**src/design/wdt_pkg.sv**
```systemverilog
/*
 * wdt_pkg: register indices, field positions, reset values, key codes
 * and the check pattern for the watchdog / periodic interrupt block.
 * Assumes an 8-bit register view placed in the low byte of a 32-bit
 * Avalon-MM word, one aligned word per register.
 */
package wdt_pkg;

    // register indices; byte address is four times the index
    localparam logic [14:0] IDX_TICK_CNT  = 15'h7021;
    localparam logic [14:0] IDX_DOG_CNT   = 15'h7023;
    localparam logic [14:0] IDX_SVC_KEY   = 15'h7025;
    localparam logic [14:0] IDX_PIRQ_CTRL = 15'h7027;
    localparam logic [14:0] IDX_DOG_CTRL  = 15'h7029;

    // periodic_irq_ctrl fields
    localparam int PFLAG_BIT = 7;
    localparam int PEN_BIT   = 6;
    localparam int PSEL_LSB  = 0;

    // dog_ctrl fields
    localparam int DFLAG_BIT = 7;
    localparam int DDIS_BIT  = 6;
    localparam int DCHK_LSB  = 3;
    localparam int DPS_LSB   = 0;

    // reset values
    localparam logic [7:0] TICK_CNT_RST = 8'h00;
    localparam logic [7:0] DOG_CNT_RST  = 8'h00;
    localparam logic [2:0] PSEL_RST     = 3'h0;
    localparam logic [2:0] DPS_RST      = 3'h0;

    // service key codes and check pattern
    localparam logic [7:0] KEY_ARM    = 8'h55;
    localparam logic [7:0] KEY_CLEAR  = 8'hAA;
    localparam logic [2:0] CHECK_PAT  = 3'h5;
    localparam logic [7:0] CNT_TOP    = 8'hFF;

    // free-running prescaler width
    localparam int PRESC_W = 7;

endpackage

```
**src/design/wdt_tap_if.sv**
```systemverilog
/*
 * wdt_tap_if: carries the watchdog clock tick and the prescaler
 * overflow pulses from the prescaler to the register block, and the
 * system clear back to the prescaler. One clock domain throughout.
 */
`timescale 1ns/1ps
interface wdt_tap_if;
    logic                        tick;
    logic [wdt_pkg::PRESC_W-1:0] carry;
    logic                        clr;

    modport src (output tick, output carry, input clr);
    modport dst (input tick, input carry, output clr);
endinterface

```
**src/design/wdt_presc.sv**
```systemverilog
/*
 * wdt_presc: synchronises the watchdog clock pin, turns its rising
 * edge into a one-cycle tick and runs the 7-bit free-running
 * prescaler. Assumes the pin is far slower than clk.
 */
`timescale 1ns/1ps
module wdt_presc
(
    input  wire logic  clk,
    input  wire logic  rst_n,
    input  wire logic  dog_clock,
    wdt_tap_if.src     tap
);

    typedef struct packed {
        logic                        s1;
        logic                        s2;
        logic                        s3;
        logic [wdt_pkg::PRESC_W-1:0] cnt;
    } wdt_presc_st_t;

    wdt_presc_st_t state_q;
    wdt_presc_st_t state_d;
    logic          ones_run;

    ////////////////////////////////////////////////////////////////////
    // tick and carries: carry[i] marks an overflow of divide 2**(i+1);
    // a running and keeps every select a single constant-width bit
    always_comb
    begin
        tap.tick = state_q.s2 & ~state_q.s3;
        ones_run = tap.tick;
        for (int i = 0; i < wdt_pkg::PRESC_W; i++)
        begin
            ones_run     = ones_run & state_q.cnt[i];
            tap.carry[i] = ones_run;
        end
    end

    // s1 feeds only s2; the edge is taken between s2 and s3
    always_comb
    begin
        state_d    = state_q;
        state_d.s1 = dog_clock;
        state_d.s2 = state_q.s1;
        state_d.s3 = state_q.s2;
        if (tap.clr)
        begin
            state_d.cnt = '0;
        end
        else if (tap.tick)
        begin
            state_d.cnt = state_q.cnt + 1'b1;
        end
    end

    always_ff @(posedge clk or negedge rst_n)
    begin
        if (!rst_n)
        begin
            state_q <= '0;
        end
        else
        begin
            state_q <= state_d;
        end
    end

endmodule // wdt_presc

```
**src/design/wdt_top.sv**
```systemverilog
/*
 * wdt_top: watchdog counter, service key logic, check-bit monitor and
 * periodic interrupt generator behind an Avalon-MM slave.
 * Assumes sys_rst_in, hv_prog and irq_ack come from logic on clk, and
 * that dog_clock is a free pin that is synchronised here.
 */
// Overview of operation
// - tap overflow sets flag; software set silent
// - 8-bit periodic counter steps on /128
// - periodic counter runs in all run modes
// - any write clears periodic counter
// - clearing counter leaves prescaler alone
// - 8-bit dog counter at prescale rate
// - reset one counter tick after overflow
// - valid key clears counter, keeps prescaler
// - dog counter read-only, zero after reset
// - 55h arms, following AAh clears
// - other key value resets the system
// - key reads return dog control
// - flag cleared by 0; irqs continue anyway
// - enable zero drops pending, blocks requests
// - slow rates also use periodic counter
// - one request per overflow leading edge
// - reserved control bits ignored, read zero
// - rate select picks clock divider
// - check bits must equal 101
// - dog reset sets flag; others keep
// - prescale field selects dog divider
// - disable works only with high voltage
`timescale 1ns/1ps
module wdt_top
#(
    parameter int ADDR_W = 17
)
(
    input  wire logic              clk,
    input  wire logic              rst_n,
    input  wire logic [ADDR_W-1:0] address,
    input  wire logic              read,
    input  wire logic              write,
    input  wire logic [31:0]       writedata,
    output logic                   waitrequest,
    output logic [31:0]            readdata,
    input  wire logic              dog_clock,
    input  wire logic              high_voltage_prog_indication,
    input  wire logic              sys_rst_in,
    input  wire logic              irq_ack,
    output logic                   periodic_irq,
    output logic                   sys_reset_req
);

    // the highest index needs seventeen byte-address bits
    if (ADDR_W < 17)
    begin : g_addr_chk
        $error("wdt_top: ADDR_W must be at least 17");
    end

    typedef struct packed {
        logic       waitreq;
        logic [7:0] rdata;
        logic [7:0] tick_cnt;
        logic [7:0] dog_cnt;
        logic       dog_ovf;
        logic       armed;
        logic       pflag;
        logic       pen;
        logic [2:0] psel;
        logic       dflag;
        logic       ddis;
        logic [2:0] dchk;
        logic [2:0] dps;
        logic       irq;
        logic       rst_req;
    } wdt_st_t;

    localparam wdt_st_t ST_RST = '{
        waitreq:  1'b1,
        rdata:    8'h00,
        tick_cnt: wdt_pkg::TICK_CNT_RST,
        dog_cnt:  wdt_pkg::DOG_CNT_RST,
        dog_ovf:  1'b0,
        armed:    1'b0,
        pflag:    1'b0,
        pen:      1'b0,
        psel:     wdt_pkg::PSEL_RST,
        dflag:    1'b0,
        ddis:     1'b0,
        dchk:     wdt_pkg::CHECK_PAT,
        dps:      wdt_pkg::DPS_RST,
        irq:      1'b0,
        rst_req:  1'b0
    };

    wdt_st_t state_q;
    wdt_st_t state_d;

    wdt_tap_if tap ();

    ////////////////////////////////////////////////////////////////////
    // prescaler and pin synchroniser
    wdt_presc u_presc
    (
        .clk       (clk),
        .rst_n     (rst_n),
        .dog_clock (dog_clock),
        .tap       (tap.src)
    );

    assign tap.clr = state_q.rst_req | sys_rst_in;

    ////////////////////////////////////////////////////////////////////
    // tap selection
    logic       tap_hit;
    logic       dog_tick;
    logic [7:0] ctrl_rd;
    logic [7:0] rd_mux;
    logic [14:0] idx;

    assign idx = address[16:2];

    always_comb
    begin
        case (state_q.psel)
            3'h0: tap_hit = tap.carry[1];
            3'h1: tap_hit = tap.carry[3];
            3'h2: tap_hit = tap.carry[5];
            3'h3: tap_hit = tap.carry[6];
            3'h4: tap_hit = tap.carry[6] & state_q.tick_cnt[0];
            3'h5: tap_hit = tap.carry[6] & (&state_q.tick_cnt[1:0]);
            3'h6: tap_hit = tap.carry[6] & (&state_q.tick_cnt[3:0]);
            3'h7: tap_hit = tap.carry[6] & (&state_q.tick_cnt[6:0]);
            default: tap_hit = 1'b0;
        endcase
        case (state_q.dps)
            3'h0: dog_tick = tap.tick;
            3'h1: dog_tick = tap.tick;
            3'h2: dog_tick = tap.carry[0];
            3'h3: dog_tick = tap.carry[1];
            3'h4: dog_tick = tap.carry[2];
            3'h5: dog_tick = tap.carry[3];
            3'h6: dog_tick = tap.carry[4];
            3'h7: dog_tick = tap.carry[5];
            default: dog_tick = 1'b0;
        endcase
    end

    ////////////////////////////////////////////////////////////////////
    // read data; check bits always read back as zero
    always_comb
    begin
        ctrl_rd = {state_q.dflag, state_q.ddis, 3'h0, state_q.dps};
        case (idx)
            wdt_pkg::IDX_TICK_CNT:  rd_mux = state_q.tick_cnt;
            wdt_pkg::IDX_DOG_CNT:   rd_mux = state_q.dog_cnt;
            wdt_pkg::IDX_SVC_KEY:   rd_mux = ctrl_rd;
            wdt_pkg::IDX_PIRQ_CTRL: rd_mux = {state_q.pflag, state_q.pen,
                                              3'h0, state_q.psel};
            wdt_pkg::IDX_DOG_CTRL:  rd_mux = ctrl_rd;
            default:                rd_mux = 8'h00;
        endcase
    end

    ////////////////////////////////////////////////////////////////////
    // next state
    logic       wr_take;
    logic       dog_on;
    logic       ovf_fire;
    logic       bad_key;
    logic       chk_bad;
    logic       fire;
    logic [7:0] wd;

    always_comb
    begin
        state_d = state_q;
        state_d.rst_req = 1'b0;
        wr_take = 1'b0;
        ovf_fire = 1'b0;
        bad_key = 1'b0;
        wd = writedata[7:0];

        // bus: answer one cycle after the request, act on the
        // edge where the master sees waitrequest low
        if (state_q.waitreq && (read || write))
        begin
            state_d.waitreq = 1'b0;
            state_d.rdata = rd_mux;
        end
        else if (!state_q.waitreq)
        begin
            state_d.waitreq = 1'b1;
            wr_take = write;
        end

        if (tap.carry[6])
        begin
            state_d.tick_cnt = state_q.tick_cnt + 8'h01;
        end

        dog_on = !(state_q.ddis && high_voltage_prog_indication);
        if (dog_on && dog_tick)
        begin
            if (state_q.dog_ovf)
            begin
                ovf_fire = 1'b1;
            end
            else
            begin
                state_d.dog_cnt = state_q.dog_cnt + 8'h01;
                state_d.dog_ovf = (state_q.dog_cnt == wdt_pkg::CNT_TOP);
            end
        end

        if (wr_take)
        begin
            case (idx)
                wdt_pkg::IDX_TICK_CNT:
                begin
                    state_d.tick_cnt = wdt_pkg::TICK_CNT_RST;
                end
                wdt_pkg::IDX_DOG_CNT:
                begin
                    state_d.dog_cnt = state_d.dog_cnt;
                end
                wdt_pkg::IDX_SVC_KEY:
                begin
                    if (wd == wdt_pkg::KEY_ARM)
                    begin
                        state_d.armed = 1'b1;
                    end
                    else if (wd == wdt_pkg::KEY_CLEAR)
                    begin
                        if (state_q.armed)
                        begin
                            state_d.dog_cnt = wdt_pkg::DOG_CNT_RST;
                            state_d.dog_ovf = 1'b0;
                            state_d.armed = 1'b0;
                            ovf_fire = 1'b0;
                        end
                    end
                    else
                    begin
                        bad_key = 1'b1;
                    end
                end
                wdt_pkg::IDX_PIRQ_CTRL:
                begin
                    state_d.pflag = wd[wdt_pkg::PFLAG_BIT];
                    state_d.pen = wd[wdt_pkg::PEN_BIT];
                    state_d.psel = wd[wdt_pkg::PSEL_LSB +: 3];
                    if (!wd[wdt_pkg::PEN_BIT])
                    begin
                        state_d.irq = 1'b0;
                    end
                end
                wdt_pkg::IDX_DOG_CTRL:
                begin
                    state_d.dflag = wd[wdt_pkg::DFLAG_BIT];
                    state_d.ddis = wd[wdt_pkg::DDIS_BIT];
                    state_d.dchk = wd[wdt_pkg::DCHK_LSB +: 3];
                    state_d.dps = wd[wdt_pkg::DPS_LSB +: 3];
                end
                default:
                begin
                    state_d.armed = state_d.armed;
                end
            endcase
        end

        // acknowledge first so a same-cycle overflow still wins
        if (irq_ack)
        begin
            state_d.irq = 1'b0;
        end
        if (tap_hit)
        begin
            state_d.pflag = 1'b1;
            if (state_d.pen)
            begin
                state_d.irq = 1'b1;
            end
        end

        chk_bad = (state_q.dchk != wdt_pkg::CHECK_PAT);
        fire = ovf_fire | bad_key | chk_bad;

        if (fire || sys_rst_in)
        begin
            state_d.tick_cnt = ST_RST.tick_cnt;
            state_d.dog_cnt = ST_RST.dog_cnt;
            state_d.dog_ovf = 1'b0;
            state_d.armed = 1'b0;
            state_d.pflag = 1'b0;
            state_d.pen = 1'b0;
            state_d.psel = ST_RST.psel;
            state_d.ddis = 1'b0;
            state_d.dchk = ST_RST.dchk;
            state_d.dps = ST_RST.dps;
            state_d.irq = 1'b0;
            state_d.dflag = state_d.dflag | fire;
            state_d.rst_req = fire;
        end
    end

    ////////////////////////////////////////////////////////////////////
    // state register
    always_ff @(posedge clk or negedge rst_n)
    begin
        if (!rst_n)
        begin
            state_q <= ST_RST;
        end
        else
        begin
            state_q <= state_d;
        end
    end

    // outputs come straight from the state register
    assign waitrequest   = state_q.waitreq;
    assign readdata      = {24'h000000, state_q.rdata};
    assign periodic_irq  = state_q.irq;
    assign sys_reset_req = state_q.rst_req;

endmodule // wdt_top
```
**config.mk**
```make
export PLATFORM = sky130hd
export DESIGN_NAME = wdt_top
export DESIGN_NICKNAME = d
export VERILOG_FILES = /design/src/design/wdt_pkg.sv /design/src/design/wdt_tap_if.sv /design/src/design/wdt_presc.sv /design/src/design/wdt_top.sv
export SDC_FILE = /design/constraint.sdc
export NUM_CORES = 1
export LEC_CHECK = 0
export BUFFER_PORTS_ARGS = -buffer_cell sky130_fd_sc_hd__buf_2
export CORE_MARGIN = 1
export CORE_UTILIZATION = 50
export CTS_CLUSTER_SIZE = 10
export DETAILED_ROUTE_END_ITERATION = 7
export GPL_TIMING_DRIVEN = 0
export HOLD_SLACK_MARGIN = 0.12
export PLACE_DENSITY = 0.89
export SLEW_MARGIN = 10
export SYNTH_ARGS = -nofsm -noshare
export SYNTH_HDL_FRONTEND = slang
export SYNTH_SLANG_ARGS = --single-unit
```
**constraint.sdc**
```tcl
create_clock -name clk -period 4.6 [get_ports clk]
set_input_delay 0.23 -clock clk [delete_from_list [all_inputs] [get_ports clk]]
set_output_delay 0.23 -clock clk [all_outputs]
set_load 0.02 [all_outputs]
```
==> flow_summary.ini <==
[run_status]
status = complete, no violations

[timing]
min_period_ns = 2.051
finalClockSkew_ns = 0.01111
slew_headroom = 0.5606
fin_setup_tns_ns = 0
rsz0062_at_grt = false
max_clock_freq_mhz = 487.5
slew_viol_final = 0
worst-slew-pin-transition_ns = 0.6590
fin_crit_sh = 0.4459
finalHoldViolCount = 0
setup_ws_ns = 2.549
finalSetupViolations = 0

[synth]
ys_top_cells_by_area = dfrtp_1 39%, mux2i_1 8.3%, buf_4 7.9%
synth_ff_type = dfrtp_1
synth_commonest_cells = 49 x dfrtp_1, 41 x nand2_1, 33 x buf_4, 31 x nor2_1, 26 x mux2i_1
seq_area_frac_synth = 0.4155
syn_avg_cell_area_sq_um = 9.459
async_reset_ff_frac = 1.000
synth_top_area_cell = dfrtp_1
syn_inst = 332
ys_types = 55
ys_warn_count = 0
synth_most_common_cell = dfrtp_1
synth_seq_cells = 52
synth_edf_count = 0
synth_top_area_frac = 0.3904
netlist_area_sq_mm = 0.003141

[floorplanning]
die_area_sq_mm = 0.006602
rows = 28
fp.dieW_um = 81.25
ioPinCount = 92
design.core.area_sq_mm = 0.005991
initial_core_util = 0.5242
fp.dieH_um = 81.25

[routing]
wl_met1_mm = 3.097
drcViolationCount = 0
vias = 2584
first_iter_violations = 263
totalWireLength_mm = 7.046
routed.top_layer = met4
dr.pass1.iters = 4
wl_met2_mm = 3.444
ant_nets = 0
met3_length_um = 413
viasPerCell = 5.372
wl_per_cell_um = 14.65

[worst_hold_path]
worstHoldPathType = input port to flop

[final_layout]
multi_input_area_sq_mm = 0.001622
ff_latch_area_sq_mm = 0.001305
fillers = 523
synthToLayoutAreaGrowth_pct = 15.94
fin_util = 0.6078
diodes = 0
final_layout_size_suffix_gt1_frac = 0.2537
final_cell_count_no_fill = 481
layout.nets = 465

[power_and_ir_drop]
pwr-share-seq = 0.558
clkPwrFrac = 0.323
switchingPower_uw = 229.8
powerDensity_mw_per_mm2 = 230.5
p_comb_frac = 0.119
p_sw_frac = 0.2737
finalPower_uw = 839.4
vdd_drop_max_mv = 0.1531
leakage_uw = 0.001716
intPower_uw = 609.6

[cts]
htreeDepth = 2
cts-resized-gates = 0
cts_tree = built
post_cts_buffers = 0
root_buffer = clkbuf_8
clockBufferDepth = 2
cts_sinks = 52
hold_buffers = 1
cts_inserted_buffers = 5
worstSkewPairLatency_ns = 0.32
clkTransAtPathRegs_ns = 0.11

[setup_path]
worst-endpoint-required_ns = 4.80
r2r-start = u_presc.state_q[7]
r2r_slack_ns = 2.55
crit_start = u_presc.state_q[7]
critPathLaunchType = flop
crit_end = state_q[14]
worstPathArrival_ns = 2.25
worstReg2RegEnd = state_q[14]
end_kind = flop
rr_worst_depth = 7
crit_fanout = 10
crit_type = flop to flop

[grt]
grt_pass1_wl_mm = 11.65
antenna_found_initial = 0
grt_overflow = 0
grt_start_max_net_pins = 53
grt_usage = 0.2333
grt_pass1_vias = 2511

[flow_run]
drv_cap = 0

[placed_design]
dp.cells = 471
buffer_ports.inserted = 41
place_congestion = 0.9292
dp_hpwl_mm = 5.343
place_ws_ns = 2.616
sequential cells by signal, indices dropped and copies added (netlist names):
signal and count:
ctrl_rd 5, periodic_irq 1, readdata 8, state_q 26, sys_reset_req 1, u_presc.state_d 2, u_presc.state_q 8, waitrequest 1
layout by cell type, fill, tap and decap left out, types with 3 or more instances in the layout:
cell / instances
a21boi_0: 3
a21oi_1: 9
a22o_1: 5
and4_1: 3
buf_2: 43
buf_4: 34
clkbuf_1: 5
clkbuf_8: 5
conb_1: 24
dfrtp_1: 49
dfstp_2: 3
ha_1: 3
inv_1: 4
mux2i_1: 26
nand2_1: 41
nand2b_1: 4
nand3_1: 16
nand3b_1: 3
nand4_1: 3
nor2_1: 31
nor2_2: 4
nor2b_1: 3
nor3_1: 4
nor4bb_1: 4
o21ai_0: 19
xnor2_1: 8
xor2_1: 10
stage by stage:
step           instance area (sq um)  hold slack (ns)
4_1_cts                         3628           0.1715
3_3_place_gp                    3526           0.3325
3_5_place_dp                    3526           0.3407
2_1_floorplan                   3227         -0.06559
6_report                        3641           0.1898
5_1_grt                         3641           0.2148
power groups by stage:
| stage | clock (uW) | sequential (uW) | combinational [uW] |
|---|---|---|---|
| finish | 271 | 468 | 100 |
| global route | 296 | 469 | 111 |
| CTS | 275 | 468 | 98.7 |
| detailed placement | 0 | 477 | 97.6 |
| floorplan | 0 | 477 | 61.8 |
| global placement | 0 | 476 | 95.0 |
cells by family (layout without fill, tap and decap cells):
group                    after synthesis  in the layout  share of synthesized area
flip-flops                            52             52                     0.4155
AND/OR/NAND/NOR                      138            138                     0.2474
buffers and inverters                 46             97                    0.09561
other                                  1             24                   0.001194
multiplexers                          26             26                    0.08287
XOR/XNOR                              18             18                    0.05020
adder cells (fa/ha/maj)                3              3                    0.01195
AO/OA/AOI/OAI                         48             48                    0.09522
final cells by class:
| class | instances | area share |
|---|---|---|
| inverter | 4 | 0.004124 |
| tap | 75 | 0.02577 |
| sequential | 52 | 0.3584 |
| clock inverter | 3 | 0.006529 |
| buffer | 42 | 0.07835 |
| timing repair buffer | 43 | 0.06254 |
| multi-input combinational | 257 | 0.4454 |
| clock buffer | 5 | 0.01890 |
critical path, cell delays in order, from the launching register on:
cell     delay, ns
dfrtp_1       0.39
and2b_1       0.28
nand2_1       0.12
nor3b_1       0.48
nand3_2       0.26
nand2_1       0.15
buf_4         0.19
a21oi_1       0.05
per-layer routing:
metal | up-vias | global-route usage
met5 | - | 0
met4 | 0 | 0.08571
met3 | 11 | 0.04944
met2 | 92 | 0.3815
met1 | 1230 | 0.3028
li1 | 1251 | -
worst min path at each step:
stage                                   from                  to  slack (ns)  cells after the start
final                           writedata[4]          state_q[6]        0.19                      3
after global placement    u_presc.state_d[8]  u_presc.state_d[7]        0.33                      0
after floorplan                        rst_n          ctrl_rd[0]       -0.07                      0
after global routing            writedata[5]          state_q[7]        0.21                      3
after detailed placement           dog_clock  u_presc.state_d[8]        0.34                      1
after CTS                              rst_n  u_presc.state_q[6]        0.17                      1
Power figures use the tool's default switching activity.
